--- src/cef_map.vh ---
/*
 * cef_map.vh - register offsets, field positions, reset values and
 * counts for the CAN error-event flags and acceptance mask block.
 * Assumes byte-wide registers on a plain strobe port, 6-bit address.
 */
`ifndef CEF_MAP_VH
`define CEF_MAP_VH

// ----------------------------------------------------------------
// register offsets
// ----------------------------------------------------------------
`define CEF_ADDR_W       6
`define CEF_REG_FLAGS    6'h00
`define CEF_REG_STATE    6'h01
`define CEF_REG_RCVY     6'h02
`define CEF_REG_ACCEPT   6'h03
`define CEF_MB_REGION    1'h1
`define CEF_MB_REGION_B  5

// ----------------------------------------------------------------
// per-mailbox register slots (address bits 2:0)
// ----------------------------------------------------------------
`define CEF_MB_MASK_H1   3'h0
`define CEF_MB_MASK_H0   3'h1
`define CEF_MB_MASK_L0   3'h2
`define CEF_MB_MASK_L1   3'h3
`define CEF_MB_ID_STDH   3'h4
`define CEF_MB_ID_STDL   3'h5
`define CEF_MB_ID_EXTM   3'h6
`define CEF_MB_ID_EXTL   3'h7

// ----------------------------------------------------------------
// flag register bit positions and reset value
// ----------------------------------------------------------------
`define CEF_OVL_BIT      7
`define CEF_BOF_BIT      6
`define CEF_EPS_BIT      5
`define CEF_RXW_BIT      4
`define CEF_FLAG_LO      4
`define CEF_FLAGS_RST    4'h0

// ----------------------------------------------------------------
// error counter thresholds and bus-off recovery counts
// ----------------------------------------------------------------
`define CEF_TEC_BUS_OFF  9'h100
`define CEF_TEC_PASSIVE  9'h080
`define CEF_REC_PASSIVE  8'h80
`define CEF_REC_WARN     8'h60
`define CEF_RUN_LEN      4'hb
`define CEF_RCVY_COUNT   8'h80

`endif

--- src/cef_flag_bit.v ---
/*
 * cef_flag_bit - one sticky event flag, cleared by writing one.
 * Assumes set and clear are single-cycle pulses on clk_in.
 */
`timescale 1ns/100ps

module cef_flag_bit (
	input  wire clk_in,
	input  wire sys_rst_in,
	input  wire set_in,
	input  wire clr_in,
	output wire flag_out
);

	reg flag_q;
	reg flag_d;

	// set beats a clear in the same cycle
	always @* begin
		flag_d = flag_q;
		if (set_in) begin
			flag_d = 1'b1;
		end else if (clr_in) begin
			flag_d = 1'b0;
		end
	end

	// flag register, zero after reset
	always @(posedge clk_in) begin
		if (sys_rst_in) begin
			flag_q <= 1'b0;
		end else begin
			flag_q <= flag_d;
		end
	end

	assign flag_out = flag_q;

endmodule

--- src/cef_id_match.v ---
/*
 * cef_id_match - acceptance compare of one receive mailbox.
 * Assumes mask and identifier bytes are held stable by the caller.
 */
`timescale 1ns/100ps

module cef_id_match (
	input  wire [7:0]  mask_h1_in,
	input  wire [7:0]  mask_l0_in,
	input  wire [7:0]  mask_l1_in,
	input  wire [7:0]  id_stdh_in,
	input  wire [7:0]  id_stdl_in,
	input  wire [7:0]  id_extm_in,
	input  wire [7:0]  id_extl_in,
	input  wire        rx_ide_in,
	input  wire [10:0] rx_std_id_in,
	input  wire [17:0] rx_ext_id_in,
	output wire        match_out
);

	wire [29:0] mb_id;
	wire [29:0] rx_id;
	wire [29:0] mask_bits;
	wire [29:0] care_ok;

	// mailbox identifier: std 10:0, ide, ext 17:0
	assign mb_id = {id_stdh_in, id_stdl_in[7:5], id_stdl_in[3],
		id_stdl_in[1:0], id_extm_in, id_extl_in};
	assign rx_id = {rx_std_id_in, rx_ide_in, rx_ext_id_in};

	// mask: std 2:0 from high bits 7:5, ext 15:8 and 7:0 from low pair
	assign mask_bits = {8'h00, mask_h1_in[7:5], 1'b0, 2'h0,
		mask_l0_in, mask_l1_in};

	// a zero mask bit demands equality, a one ignores the bit
	// extension bits are ignored for standard frames
	assign care_ok = ~(mb_id ^ rx_id) | mask_bits
		| {12'h000, {18{~rx_ide_in}}};
	assign match_out = &care_ok;

endmodule

--- src/cef_top.v ---
/*
 * cef_top - CAN error-event flag register and per-mailbox acceptance
 * masks behind a byte-wide strobe port.
 * Assumes error counters, bit timing and frame engine sit outside and
 * deliver counter values and one-cycle event pulses on clk_in.
 */
// Design decisions made here: the register addresses and strobed register access.

// Operation
// - overload frame sent sets its flag
// - bus-off on TEC 256 or recovery
// - bus-off flag marks entry and return
// - TEC or REC at 128 sets passive
// - REC at 96 sets warning flag
// - flags clear only by writing one
// - flags bits 7..4 zero after reset
// - four mailboxes, four masks each
// - mask zero requires identifier bit match
// - mask one ignores identifier bit
// - low masks cover extended bits 15..0
// - high mask bits 7..5 cover std 2..0
// - one independent flag per event source
`timescale 1ns/100ps
`include "cef_map.vh"

module cef_top #(
	parameter NUM_MB = 4
) (
	input  wire                   clk_in,
	input  wire                   sys_rst_in,
	input  wire [`CEF_ADDR_W-1:0] addr_in,
	input  wire [7:0]             wr_data_in,
	input  wire                   wr_strobe_in,
	input  wire                   rd_strobe_in,
	output wire [7:0]             rd_data_out,
	input  wire [8:0]             tec_in,
	input  wire [7:0]             rec_in,
	input  wire                   overload_sent_in,
	input  wire                   bit_tick_in,
	input  wire                   bus_rx_in,
	input  wire                   rx_id_valid_in,
	input  wire                   rx_ide_in,
	input  wire [10:0]            rx_std_id_in,
	input  wire [17:0]            rx_ext_id_in,
	output wire [3:0]             flags_out,
	output wire                   bus_off_out,
	output wire                   error_passive_out,
	output wire                   warning_out,
	output wire                   recovery_done_out,
	output wire [NUM_MB-1:0]      accept_out,
	output wire                   accept_valid_out
);

	// ----------------------------------------------------------------
	// address decode helpers
	// ----------------------------------------------------------------

	// true when the address falls in the mailbox region
	function is_mb_addr;
		input [`CEF_ADDR_W-1:0] a;
		begin
			is_mb_addr = (a[`CEF_MB_REGION_B] == `CEF_MB_REGION);
		end
	endfunction

	// storage index of a mailbox register: mailbox then slot
	function [4:0] mb_index;
		input [`CEF_ADDR_W-1:0] a;
		begin
			mb_index = a[4:0];
		end
	endfunction

	// ----------------------------------------------------------------
	// declarations
	// ----------------------------------------------------------------
	reg  [7:0]        mb_mem [0:NUM_MB*8-1];
	reg  [7:0]        rd_data_q;
	reg  [7:0]        rd_data_d;
	reg               tec_off_q;
	reg               passive_q;
	reg               warn_q;
	reg               bus_off_q;
	reg               bus_off_d;
	reg  [3:0]        run_q;
	reg  [3:0]        run_d;
	reg  [7:0]        rcvy_q;
	reg  [7:0]        rcvy_d;
	reg               rcvy_done_q;
	reg  [NUM_MB-1:0] accept_q;
	reg               accept_valid_q;
	reg  [NUM_MB-1:0] last_accept_q;
	wire              tec_off_now;
	wire              passive_now;
	wire              warn_now;
	wire              bus_off_enter;
	wire              bus_off_leave;
	wire              run_done;
	wire              flags_wr;
	wire [3:0]        set_vec;
	wire [3:0]        clr_vec;
	wire [3:0]        flag_vec;
	wire [NUM_MB-1:0] match_vec;
	wire [7:0]        flag_byte;
	wire [7:0]        state_byte;
	wire [7:0]        accept_byte;

	// ----------------------------------------------------------------
	// error counter thresholds
	// ----------------------------------------------------------------

	// comparator levels on the external counters
	assign tec_off_now = (tec_in >= `CEF_TEC_BUS_OFF);
	assign passive_now = (tec_in >= `CEF_TEC_PASSIVE)
		| (rec_in >= `CEF_REC_PASSIVE);
	assign warn_now    = (rec_in >= `CEF_REC_WARN);

	// previous levels, so each flag fires on crossing only
	always @(posedge clk_in) begin
		if (sys_rst_in) begin
			tec_off_q <= 1'b0;
			passive_q <= 1'b0;
			warn_q    <= 1'b0;
		end else begin
			tec_off_q <= tec_off_now;
			passive_q <= passive_now;
			warn_q    <= warn_now;
		end
	end

	// ----------------------------------------------------------------
	// bus-off state and recovery counting
	// ----------------------------------------------------------------

	// entry when the transmit counter crosses into bus-off range
	assign bus_off_enter = tec_off_now & ~tec_off_q & ~bus_off_q;

	// eleven recessive bits in a row make one occurrence
	assign run_done = bus_off_q & bit_tick_in & bus_rx_in
		& (run_q == `CEF_RUN_LEN - 4'h1);

	// the last occurrence of the required count ends bus-off
	assign bus_off_leave = run_done
		& (rcvy_q == `CEF_RCVY_COUNT - 8'h01);

	// next state of the bus-off machine and its counters
	always @* begin
		bus_off_d = bus_off_q;
		run_d     = run_q;
		rcvy_d    = rcvy_q;
		if (bus_off_enter) begin
			bus_off_d = 1'b1;
			run_d     = 4'h0;
			rcvy_d    = 8'h00;
		end else if (bus_off_q) begin
			if (bit_tick_in) begin
				if (!bus_rx_in) begin
					run_d = 4'h0; // dominant bit breaks the run
				end else if (run_done) begin
					run_d  = 4'h0;
					rcvy_d = rcvy_q + 8'h01;
				end else begin
					run_d = run_q + 4'h1;
				end
			end
			if (bus_off_leave) begin
				bus_off_d = 1'b0; // back to error-active
				rcvy_d    = 8'h00;
			end
		end
	end

	// bus-off registers and one-cycle recovery pulse
	always @(posedge clk_in) begin
		if (sys_rst_in) begin
			bus_off_q   <= 1'b0;
			run_q       <= 4'h0;
			rcvy_q      <= 8'h00;
			rcvy_done_q <= 1'b0;
		end else begin
			bus_off_q   <= bus_off_d;
			run_q       <= run_d;
			rcvy_q      <= rcvy_d;
			rcvy_done_q <= bus_off_leave;
		end
	end

	// ----------------------------------------------------------------
	// error event flags
	// ----------------------------------------------------------------

	// one set term per flag, held apart from the others; the bus-off flag takes entry or return
	assign set_vec[`CEF_OVL_BIT-`CEF_FLAG_LO] = overload_sent_in;
	assign set_vec[`CEF_BOF_BIT-`CEF_FLAG_LO] =
		bus_off_enter | bus_off_leave;
	assign set_vec[`CEF_EPS_BIT-`CEF_FLAG_LO] = passive_now & ~passive_q;
	assign set_vec[`CEF_RXW_BIT-`CEF_FLAG_LO] = warn_now & ~warn_q;

	// write to the flag register with a one in the bit clears it
	assign flags_wr = wr_strobe_in & (addr_in == `CEF_REG_FLAGS);
	assign clr_vec  = {4{flags_wr}} & wr_data_in[7:`CEF_FLAG_LO];

	// four independent sticky flags
	genvar fi;
	generate
		for (fi = 0; fi < 4; fi = fi + 1) begin : g_flag
			cef_flag_bit u_flag (
				.clk_in     (clk_in),
				.sys_rst_in (sys_rst_in),
				.set_in     (set_vec[fi]),
				.clr_in     (clr_vec[fi]),
				.flag_out   (flag_vec[fi])
			);
		end
	endgenerate

	// ----------------------------------------------------------------
	// mailbox mask and identifier storage
	// ----------------------------------------------------------------

	// masks live in plain storage with no reset; software fills them
	always @(posedge clk_in) begin
		if (wr_strobe_in && is_mb_addr(addr_in)) begin
			mb_mem[mb_index(addr_in)] <= wr_data_in;
		end
	end

	// ----------------------------------------------------------------
	// acceptance filtering
	// ----------------------------------------------------------------

	// one comparator per receive mailbox
	genvar mi;
	generate
		for (mi = 0; mi < NUM_MB; mi = mi + 1) begin : g_mb
			cef_id_match u_match (
				.mask_h1_in   (mb_mem[mi*8 + `CEF_MB_MASK_H1]),
				.mask_l0_in   (mb_mem[mi*8 + `CEF_MB_MASK_L0]),
				.mask_l1_in   (mb_mem[mi*8 + `CEF_MB_MASK_L1]),
				.id_stdh_in   (mb_mem[mi*8 + `CEF_MB_ID_STDH]),
				.id_stdl_in   (mb_mem[mi*8 + `CEF_MB_ID_STDL]),
				.id_extm_in   (mb_mem[mi*8 + `CEF_MB_ID_EXTM]),
				.id_extl_in   (mb_mem[mi*8 + `CEF_MB_ID_EXTL]),
				.rx_ide_in    (rx_ide_in),
				.rx_std_id_in (rx_std_id_in),
				.rx_ext_id_in (rx_ext_id_in),
				.match_out    (match_vec[mi])
			);
		end
	endgenerate

	// result of each received identifier, one cycle later
	always @(posedge clk_in) begin
		if (sys_rst_in) begin
			accept_q       <= {NUM_MB{1'b0}};
			accept_valid_q <= 1'b0;
			last_accept_q  <= {NUM_MB{1'b0}};
		end else begin
			accept_valid_q <= rx_id_valid_in;
			if (rx_id_valid_in) begin
				accept_q      <= match_vec;
				last_accept_q <= match_vec;
			end else begin
				accept_q <= {NUM_MB{1'b0}};
			end
		end
	end

	// ----------------------------------------------------------------
	// readable status bytes
	// ----------------------------------------------------------------

	// flag register image; the low nibble always reads zero
	assign flag_byte = {flag_vec, 4'h0};

	// state image: bus-off, passive, warning, bus-off level, run count
	assign state_byte = {
		bus_off_q,
		passive_q,
		warn_q,
		tec_off_q,
		run_q
	};

	// last acceptance result, padded up to a byte
	assign accept_byte = {{(8 - NUM_MB){1'b0}}, last_accept_q};

	// ----------------------------------------------------------------
	// register read path
	// ----------------------------------------------------------------

	// read data for the addressed register; unmapped reads return zero
	always @* begin
		rd_data_d = 8'h00;
		if (rd_strobe_in) begin
			if (is_mb_addr(addr_in)) begin
				rd_data_d = mb_mem[mb_index(addr_in)];
			end else begin
				case (addr_in)
				`CEF_REG_FLAGS: begin
					rd_data_d = flag_byte;
				end
				`CEF_REG_STATE: begin
					rd_data_d = state_byte;
				end
				`CEF_REG_RCVY: begin
					rd_data_d = rcvy_q;
				end
				`CEF_REG_ACCEPT: begin
					rd_data_d = accept_byte;
				end
				default: begin
					rd_data_d = 8'h00;
				end
				endcase
			end
		end
	end

	// read data stands only in the cycle after the strobe
	always @(posedge clk_in) begin
		if (sys_rst_in) begin
			rd_data_q <= 8'h00;
		end else begin
			rd_data_q <= rd_data_d;
		end
	end

	// ----------------------------------------------------------------
	// outputs
	// ----------------------------------------------------------------

	// every output taken straight from a register
	assign rd_data_out       = rd_data_q;
	assign flags_out         = flag_vec;
	assign bus_off_out       = bus_off_q;
	assign error_passive_out = passive_q;
	assign warning_out       = warn_q;
	assign recovery_done_out = rcvy_done_q;
	assign accept_out        = accept_q;
	assign accept_valid_out  = accept_valid_q;

endmodule

--- config.mk ---
export PLATFORM = sky130hd
export DESIGN_NAME = cef_top
export DESIGN_NICKNAME = d
export VERILOG_FILES = /design/src/cef_flag_bit.v /design/src/cef_id_match.v /design/src/cef_top.v
export VERILOG_INCLUDE_DIRS = /design/src
export SDC_FILE = /design/constraint.sdc
export NUM_CORES = 1
export LEC_CHECK = 0
export BUFFER_PORTS_ARGS = -buffer_cell sky130_fd_sc_hd__buf_2
export CORE_MARGIN = 2
export CORE_UTILIZATION = 50
export CTS_CLUSTER_DIAMETER = 40
export DETAILED_ROUTE_END_ITERATION = 6
export PLACE_DENSITY = 0.71
export SYNTH_ARGS = -nofsm -noshare
export SYNTH_HDL_FRONTEND = slang
export SYNTH_SLANG_ARGS = --single-unit
--- constraint.sdc ---
create_clock -name clk_in -period 3.2 [get_ports clk_in]
set_input_delay 0.32 -clock clk_in [delete_from_list [all_inputs] [get_ports clk_in]]
set_output_delay 0.32 -clock clk_in [all_outputs]
set_load 0.01 [all_outputs]
==> results of run 1 <==
-- power groups by stage --
stage,combinational (mW),clock (mW),sequential (mW)
after CTS,0.600,4.45,4.22
after detailed placement,0.597,0,4.30
after floorplan,0.350,0,4.30
final,0.613,4.43,4.22
after global routing,0.641,4.61,4.23
after global placement,0.594,0,4.30
-- metrics by stage --
step / util / hold WS, ns
floorplan: - / 0.392
global placement: 0.541 / 0.441
detailed placement: 0.541 / 0.460
CTS: 0.592 / 0.0251
global route: 0.592 / 0.0628
finish: 0.592 / 0.0271
-- routing by layer --
metal,track usage,vias up,part of all wire
li1,-,3912,-
met1,0.422,4464,0.41
met2,0.470,538,0.45
met3,0.0592,99,0.097
met4,0.115,0,0.041
met5,0,-,0
-- final timing paths --
check / from / endpoint / slack, ns / cells past startpoint
setup reg to reg: mb_mem[30][2]$_DFFE_PP_ / accept_out[3]$_SDFF_PP0_ / 1.12 / 5
hold / removal: rec_in[7] / warning_out$_SDFF_PP0_ / 0.03 / 3
setup / recovery: addr_in[1] / rd_data_out[3]$_SDFF_PP0_ / 0.96 / 7
hold reg to reg: last_accept_q[2]$_SDFFE_PP0P_ / last_accept_q[2]$_SDFFE_PP0P_ / 0.47 / 2
-- worst max-delay path, cell delays in order --
cell and delay (ns):
buf_6 0.57, buf_4 0.31, mux2i_1 0.32, o22ai_1 0.12
or4_1 0.58, nor2_1 0.22, o22ai_1 0.11
-- logic make-up (layout without fill, tap and decap cells) --
family	count (synthesis)	count (layout)
multiplexers	131	131
adder cells (fa/ha/maj)	3	3
XOR/XNOR	122	122
AND/OR/NAND/NOR	189	189
buffers and inverters	77	201
AO/OA/AOI/OAI	154	154
flip-flops	294	294
-- cell type report --
class | instances | area, sq um
Multi-Input combinational cell | 599 | 4450
Timing Repair Buffer | 125 | 779
Sequential cell | 294 | 8450
Clock buffer | 45 | 1040
Clock inverter | 26 | 282
Tap cell | 335 | 419
Fill cell | 2063 | 10600
Inverter | 5 | 18.8
-- timing repair --
action                     4_1_cts  5_1_grt
setup endpoints to repair        0        0
hold buffers                     1        0
hold endpoints to repair         1        0
-- state kept, by name (all words and copies together), names as in the netlist --
signal / count
tec_off_q: 1
mb_mem: 256
error_passive_out: 1
last_accept_q: 4
warning_out: 1
accept_valid_out: 1
recovery_done_out: 1
bus_off_out: 1
run_q: 4
rcvy_q: 8
accept_out: 4
rd_data_out: 8
g_flag.u_flag.flag_out: 4
-- cell usage in the layout (no fill, tap or decap), types with 15 or more instances in the layout --
master / count
xnor2_1: 117
nand2_1: 20
clkbuf_16: 41
dfxtp_1: 38
or4_1: 15
o22ai_1: 107
mux2i_1: 129
nand3_1: 17
edfxtp_1: 256
nor2_1: 55
buf_4: 45
buf_2: 76
==> results.yml, run 1 <==
power:
  p_comb_frac: 0.066
  p_sw_frac: 0.232
  power.internal_mw: 7.12
  pwr-share-seq: 0.456
  power.net_switching_mw: 2.15
  peakVddDrop_mv: 0.522
  p_per_area_nw_per_um2: 600
  clkPwrFrac: 0.478
  p_leak_nw: 5.43
  total_power_mw: 9.27
logic_synthesis:
  ys.flop_type: "edfxtp_1"
  synth_common_cells: "256 x edfxtp_1, 129 x mux2i_1, 117 x xnor2_1"
  synth_edf_count: 256
  synthTopCellsByArea: "edfxtp_1 58%, mux2i_1 9.7%, xnor2_1 7.7%"
  synth_top_area_frac: 0.578
  yosys.area_share.simple: 0.0804
  syn-num-nets: 1042
  synth_warnings: 0
  synth_compound_area_frac: 0.0722
  synth_mux_area_frac: 0.0988
  synth-adder-area-share: 0.00282
  synth_xor_area_frac: 0.0804
  async_flop_share: 0
  yosysSeqAreaShare: 0.635
  synthCells: 970
  syn_avg_cell_area_sq_um: 13.7
  synth_cell_types: 45
  synth_top_family_by_area: "multiplexers"
  yosys.area.top_type: "edfxtp_1"
  synth-seq-cells: 294
  yosysMostFrequentCell: "edfxtp_1"
  syn-cell-area_sq_um: 13300
place:
  placed_area_sq_um: 14100
  gp_congestion: 0.953
  dp_hpwl_mm: 30.4
  placedCellCount: 1357
  post-place-ws_ns: 0.464
  portBuffers: 77
finish:
  drive_above_1_share: 0.178
  syn_to_final_growth_pct: 16.1
  nets: 1138
  diodes: 0
  layout.cells.non_filler: 1429
  final_cell_area_sq_um: 15400
critical_path:
  critPathMaxFanout: 62
  startpoint_type: "input port"
  critPathKind: "in2reg"
  worstPathArrival_ns: 2.65
  crit_path_end_kind: "flip-flop"
  worstPathRequired_ns: 3.61
run_status:
  status: "complete, no violations"
clock_tree:
  cts_buffers: 41
  ctsResizeCount: 0
  cts-root-buf: "clkbuf_16"
  cts_sinks: 294
  clk_path_buf_depth: 3
  cts_setup_buffers: 0
  clk_latency_ns: 0.53
  cts_tree: "built"
  htree_levels: 2
  path_clk_slew_ns: 0.06
sta:
  slew_viol_final: 0
  rsz0062_at_grt: "false"
  setup_tns_ns: 0
  max_freq_mhz: 447
  finClkSkew_ns: 0.0209
  finalWorstSetupSlack_ns: 0.960
  tightest_slew_ns: 0.999
  hold_viol: 0
  period_share: 0.700
  period_minus_slack_ns: 2.24
  setup_violations: 0
  relSlewSlack: 0.332
die:
  die-area_sq_um: 27900
  chipWidth_um: 167
  io_pins: 90
  coreArea_sq_um: 26100
  die_y_um: 167
  start_util: 0.510
  rows: 59
routing:
  wl_per_cell_um: 29.4
  detail-route-antenna-nets: 0
  drcViolationCount: 0
  via_count: 9013
  drt-total-wl_mm: 42.1
  initialDrtViolationCount: 1131
  via_per_inst: 6.31
  dr.pass1.iters: 7
grt:
  grt_use_total: 0.302
  grt_pass1_wl_mm: 60.6
  first_global_vias: 8862
  grt_overflow: 0
  grt_max_degree: 63
  antenna_found_initial: 2
flow_run:
  cap_violations: 0
min_path:
  hp-class: "in2reg"
Note: power is estimated with default switching activity, not from simulation.
==> run 2: changes to the inputs <==
--- a/config.mk
+++ b/config.mk
@@ -6,12 +6,13 @@
 export SDC_FILE = /design/constraint.sdc
 export NUM_CORES = 1
 export LEC_CHECK = 0
+export ABC_AREA = 1
 export BUFFER_PORTS_ARGS = -buffer_cell sky130_fd_sc_hd__buf_2
 export CORE_MARGIN = 2
 export CORE_UTILIZATION = 50
 export CTS_CLUSTER_DIAMETER = 40
 export DETAILED_ROUTE_END_ITERATION = 6
-export PLACE_DENSITY = 0.71
+export PLACE_DENSITY = 0.73
 export SYNTH_ARGS = -nofsm -noshare
 export SYNTH_HDL_FRONTEND = slang
 export SYNTH_SLANG_ARGS = --single-unit
==> constraint.sdc (replaced) <==
create_clock -name clk_in -period 1.9 [get_ports clk_in]
set_input_delay 0.19 -clock clk_in [delete_from_list [all_inputs] [get_ports clk_in]]
set_output_delay 0.19 -clock clk_in [all_outputs]
set_load 0.01 [all_outputs]
==> results.yml, run 2 <==
run_status:
  status: "complete, no violations"
logic_synthesis:
  yosys.area_share.simple: 0.295
  synthTopCellsByArea: "edfxtp_1 53%, nand2_1 22%, dfxtp_1 5.2%"
  synth_common_cells: "839 x nand2_1, 256 x edfxtp_1, 199 x nor2_1"
  synth_compound_area_frac: 0.0636
  syn-cell-area_sq_um: 14600
  yosysSeqAreaShare: 0.580
  synthCells: 1742
  synth_warnings: 0
  synth_mux_area_frac: 0
  synth-adder-area-share: 0.00258
  yosys.area.top_type: "edfxtp_1"
  synth_top_family_by_area: "simple AND/OR/NAND/NOR gates"
  synth_cell_types: 32
  ys.flop_type: "edfxtp_1"
  syn-num-nets: 1814
  synth_top_area_frac: 0.528
  async_flop_share: 0
  synth_edf_count: 256
  syn_avg_cell_area_sq_um: 8.36
  synth_xor_area_frac: 0.0150
  synth-seq-cells: 294
  yosysMostFrequentCell: "nand2_1"
critical_path:
  r2r_end: "rcvy_q[7]$_SDFFE_PP0P_"
  startpoint_type: "input port"
  worstPathArrival_ns: 2.17
  critPathBufInv: 3
  critPathKind: "in2reg"
  r2r_cells: 8
  critPathSlowestCell: "dlygate4sd3_1"
  crit_path_cell_trace: "dlygate4sd3_1 -> buf_2 -> nor2_4 -> nand2_1 -> nor2_4 -> nand3_1 -> a21oi_1 -> nor2_1 -> dlygate4sd3_1"
  worstPathRequired_ns: 2.32
  crit_family: "buffers and inverters"
  crit-reg2reg-launch: "run_q[1]$_SDFFE_PP0N_"
  max_stage_delay_ns: 0.54
  ff2ff_setup_slack_ns: 0.20
  crit_path_end_kind: "flip-flop"
  critPathMaxFanout: 10
place:
  dp_hpwl_mm: 33.8
  placedCellCount: 2213
  portBuffers: 77
  placed_area_sq_um: 15800
  gp_congestion: 1.00
  post-place-ws_ns: 0.154
finish:
  fillCellCount: 2524
  syn_to_final_growth_pct: 18.7
  diodes: 0
  layout.cells.non_filler: 2298
  nets: 1954
  largest_register: "mb_mem"
  drive_above_1_share: 0.131
  largest_register_ffs: 256
  final_cell_mix: "839 x nand2_1, 256 x edfxtp_1, 198 x nor2_1"
  mostFrequentLayoutCell: "nand2_1"
  final_cell_area_sq_um: 17300
power:
  p_per_area_nw_per_um2: 937
  clkPwrFrac: 0.482
  p_sw_frac: 0.250
  power.internal_mw: 12.1
  peakVddDrop_mv: 0.542
  power.net_switching_mw: 4.05
  pwr-share-seq: 0.439
  p_leak_nw: 7.47
  total_power_mw: 16.2
  p_comb_frac: 0.079
routing:
  via_per_inst: 5.52
  drcViolationCount: 0
  wl_per_cell_um: 20.5
  dr.pass1.iters: 5
  detail-route-antenna-nets: 0
  initialDrtViolationCount: 1471
  drt-total-wl_mm: 47.2
  via_count: 12689
grt:
  grt_pass1_wl_mm: 69.4
  grt_overflow: 0
  grt_use_total: 0.308
  first_global_vias: 11928
  grt_max_degree: 59
  antenna_found_initial: 1
min_path:
  hold_start: "sys_rst_in"
  hp-class: "in2reg"
  min_to: "tec_off_q$_SDFF_PP0_"
  holdPathStages: 3
die:
  rows: 62
  chipWidth_um: 175
  die-area_sq_um: 30500
  die_y_um: 175
  io_pins: 90
  start_util: 0.507
  coreArea_sq_um: 28700
sta:
  setup_violations: 0
  finalWorstSetupSlack_ns: 0.147
  max_freq_mhz: 570
  hold_viol: 0
  finClkSkew_ns: 0.0157
  tightest_slew_ns: 0.813
  slew_viol_final: 0
  period_share: 0.923
  rsz0062_at_grt: "false"
  setup_tns_ns: 0
  relSlewSlack: 0.458
  period_minus_slack_ns: 1.75
flow_run:
  cap_violations: 0
clock_tree:
  clk_latency_ns: 0.54
  htree_levels: 2
  cts_buffers: 42
  cts_tree: "built"
  path_clk_slew_ns: 0.06
  cts_setup_buffers: 0
  cts_sinks: 294
  clk_path_buf_depth: 3
  cts-root-buf: "clkbuf_16"
run 2: how the worst max path moves through the flow:
stage	from	to	cells past startpoint
2_1_floorplan	addr_in[1]	mb_mem[11][0]$_DFFE_PP_	5
3_3_place_gp	addr_in[0]	mb_mem[16][4]$_DFFE_PP_	6
3_5_place_dp	addr_in[0]	mb_mem[8][2]$_DFFE_PP_	6
4_1_cts	addr_in[5]	g_flag[3].u_flag.flag_out$_SDFFE_PP0P_	9
5_1_grt	addr_in[5]	g_flag[3].u_flag.flag_out$_SDFFE_PP0P_	9
6_report	addr_in[5]	g_flag[3].u_flag.flag_out$_SDFFE_PP0P_	9
run 2: final cells by class:
cell class                 count  area (sq um)  area share
sequential                   294          8450       0.489
multi-input combinational   1307          5480       0.317
timing repair buffer         162          1160      0.0672
clock buffer                  45          1130      0.0651
tap                          384           480      0.0278
clock inverter                31           309      0.0179
inverter                      75           283      0.0164
run 2: layer usage:
layer | part of all wire | routed length (um) | track usage
met1 | 0.39 | 18600 | 0.410
met2 | 0.47 | 22200 | 0.507
met3 | 0.091 | 4310 | 0.0437
met4 | 0.045 | 2110 | 0.138
met5 | 0 | 0 | 0
run 2: kinds of logic (layout without fill, tap and decap cells):
logic type,count (synthesis),count (layout)
flip-flops,294,294
XOR/XNOR,25,25
AND/OR/NAND/NOR,1101,1101
adder cells (fa/ha/maj),3,3
AO/OA/AOI/OAI,178,178
buffers and inverters,141,313
run 2: through the flow:
stage                     hold slack [ns]  utilization
final                              0.0141        0.602
after global routing               0.0158        0.602
after CTS                         0.00179        0.602
after detailed placement            0.401        0.549
after global placement              0.405        0.549
after floorplan                     0.289            -
run 2: tightest hold or removal path, delay by kind of cell:
| family | cells | cell delay [ns] |
|---|---|---|
| buffers and inverters | 2 | 0.24 |
| and+or+nand+nor | 1 | 0.05 |
run 2: power by group through the flow:
| stage | Sequential [mW] | Clock, mW | Combinational, mW |
|---|---|---|---|
| 2_1_floorplan | 7.24 | 0 | 0.659 |
| 3_3_place_gp | 7.24 | 0 | 1.22 |
| 3_5_place_dp | 7.24 | 0 | 1.23 |
| 4_1_cts | 7.11 | 7.85 | 1.25 |
| 5_1_grt | 7.11 | 8.13 | 1.38 |
| 6_report | 7.11 | 7.81 | 1.28 |
run 2: timing repair:
action	in CTS	in global routing
gates resized for setup	0	2
setup endpoints to repair	0	1
hold buffers	9	0
hold endpoints to repair	14	0
==> run 3: changes to the inputs <==
--- a/config.mk
+++ b/config.mk
@@ -6,13 +6,13 @@
 export SDC_FILE = /design/constraint.sdc
 export NUM_CORES = 1
 export LEC_CHECK = 0
-export ABC_AREA = 1
+export ABC_AREA = 0
 export BUFFER_PORTS_ARGS = -buffer_cell sky130_fd_sc_hd__buf_2
 export CORE_MARGIN = 2
 export CORE_UTILIZATION = 50
 export CTS_CLUSTER_DIAMETER = 40
 export DETAILED_ROUTE_END_ITERATION = 6
-export PLACE_DENSITY = 0.73
+export PLACE_DENSITY = 0.74
 export SYNTH_ARGS = -nofsm -noshare
 export SYNTH_HDL_FRONTEND = slang
 export SYNTH_SLANG_ARGS = --single-unit
==> results.yml, run 3 (synthesis results as in run 1) <==
run_status:
  status: "complete, no violations"
power:
  total_power_mw: 15.4
  clkPwrFrac: 0.461
  peakVddDrop_mv: 0.826
  power.net_switching_mw: 3.62
  pwr-share-seq: 0.462
  p_comb_frac: 0.077
  p_per_area_nw_per_um2: 935
  p_leak_nw: 6.03
  power.internal_mw: 11.8
  p_sw_frac: 0.235
clock_tree:
  htree_levels: 2
  cts_buffers: 41
  cts_tree: "built"
  clk_path_buf_depth: 3
  cts_setup_buffers: 0
  cts-root-buf: "clkbuf_16"
  path_clk_slew_ns: 0.05
  cts_sinks: 294
  clk_latency_ns: 0.53
sta:
  hold_viol: 0
  tightest_slew_ns: 0.783
  relSlewSlack: 0.478
  slew_viol_final: 0
  max_freq_mhz: 538
  setup_violations: 0
  period_minus_slack_ns: 1.86
  finClkSkew_ns: 0.0111
  period_share: 0.977
  fin_hold_ws_ns: 0.0226
routing:
  dr.pass1.iters: 6
  detail-route-antenna-nets: 0
  via_per_inst: 6.22
  drt-total-wl_mm: 43.7
  via_count: 9615
  wl_per_cell_um: 28.3
  initialDrtViolationCount: 1469
  drcViolationCount: 0
place:
  gp_congestion: 0.998
  dp_hpwl_mm: 32.9
  portBuffers: 77
finish:
  diodes: 0
  syn_to_final_growth_pct: 23.8
  nets: 1257
  drive_above_1_share: 0.260
  largest_register: "mb_mem"
  largest_register_ffs: 256
  final_cell_mix: "256 x edfxtp_1, 148 x buf_4, 129 x mux2i_1"
  mostFrequentLayoutCell: "edfxtp_1"
critical_path:
  ff2ff_setup_slack_ns: 0.04
  critPathMaxFanout: 2
  crit_path_end_kind: "flip-flop"
  worstPathRequired_ns: 2.31
  worstPathArrival_ns: 2.27
  startpoint_type: "flip-flop"
  critPathKind: "reg2reg"
die:
  start_util: 0.510
  coreArea_sq_um: 26100
  die_y_um: 167
  rows: 59
  chipWidth_um: 167
  die-area_sq_um: 27900
  io_pins: 90
grt:
  antenna_found_initial: 0
  grt_use_total: 0.312
  grt_pass1_wl_mm: 62.9
  grt_overflow: 0
  first_global_vias: 9351
  grt_max_degree: 34
flow_run:
  cap_violations: 0
min_path:
  hp-class: "in2reg"
[run 3: changes by cell type in the layout (fill, tap and decap cells not counted), moves of 13 or more]
cell	previous run	this run
buf_4	68	148
xnor2_1	17	117
mux2i_1	0	129
a21oi_1	96	14
nor2_1	198	55
nor4_1	0	13
nand2_1	839	20
inv_1	67	5
o21ai_0	65	4
o22ai_1	7	107
or4_1	0	15
[run 3: repair_timing]
action	CTS	global route
endpoints found under the setup margin	1	5
pin swaps	0	4
hold buffers	7	0
resized for setup	1	2
endpoints found under the hold margin	6	0
[run 3: final cells by class]
type                       instances  area, sq um
clock buffer                      45         1060
clock inverter                    25          208
fill                            1949         9590
inverter                           5         18.8
multi-input combinational        599         4500
sequential                       294         8450
tap                              335          419
timing repair buffer             244         1810
[run 3: worst paths after layout]
path                                  from                                endpoint  cells past startpoint
max                mb_mem[23][1]$_DFFE_PP_                accept_out[2]$_SDFF_PP0_                      5
min                              rec_in[5]  g_flag[0].u_flag.flag_out$_SDFFE_PP0P_                      3
max reg2reg        mb_mem[23][1]$_DFFE_PP_                accept_out[2]$_SDFF_PP0_                      5
min reg2reg  last_accept_q[2]$_SDFFE_PP0P_           last_accept_q[2]$_SDFFE_PP0P_                      2
[run 3: worst max-delay path: stages, from the launching register on]
cell	delay [ns]
edfxtp_1	0.40
xnor2_1	0.31
o22ai_1	0.19
nor4_1	0.42
a21boi_1	0.15
nor3_1	0.28
[run 3: metrics by stage]
stage / TNS (ns) / area, sq um / worst slack [ns] / std cells / utilization
floorplan: -12.99 / 13300 / -0.105 / 970 / -
global placement: -1.98 / 15100 / -0.212 / 1470 / 0.580
detailed placement: -2.53 / 15100 / -0.229 / 1470 / 0.580
CTS: 0 / 16500 / 0.0460 / 1547 / 0.631
global route: -0.00598 / 16500 / -0.00598 / 1547 / 0.632
finish: 0 / 16500 / 0.0429 / 1547 / 0.632
[run 3: layer usage]
metal,part of all wire,global-route usage,vias to the layer above
met2,0.47,0.507,621
met4,0.034,0.0945,0
met1,0.40,0.432,4742
met5,0,0,-
met3,0.10,0.0561,100
li1,-,-,4152
[run 3: power by group through the flow]
| stage | combinational (mW) | clock, mW | sequential [mW] |
|---|---|---|---|
| floorplan | 0.594 | 0 | 7.24 |
| global placement | 1.13 | 0 | 7.25 |
| detailed placement | 1.14 | 0 | 7.25 |
| CTS | 1.16 | 7.13 | 7.12 |
| global route | 1.23 | 7.39 | 7.12 |
| finish | 1.18 | 7.10 | 7.12 |
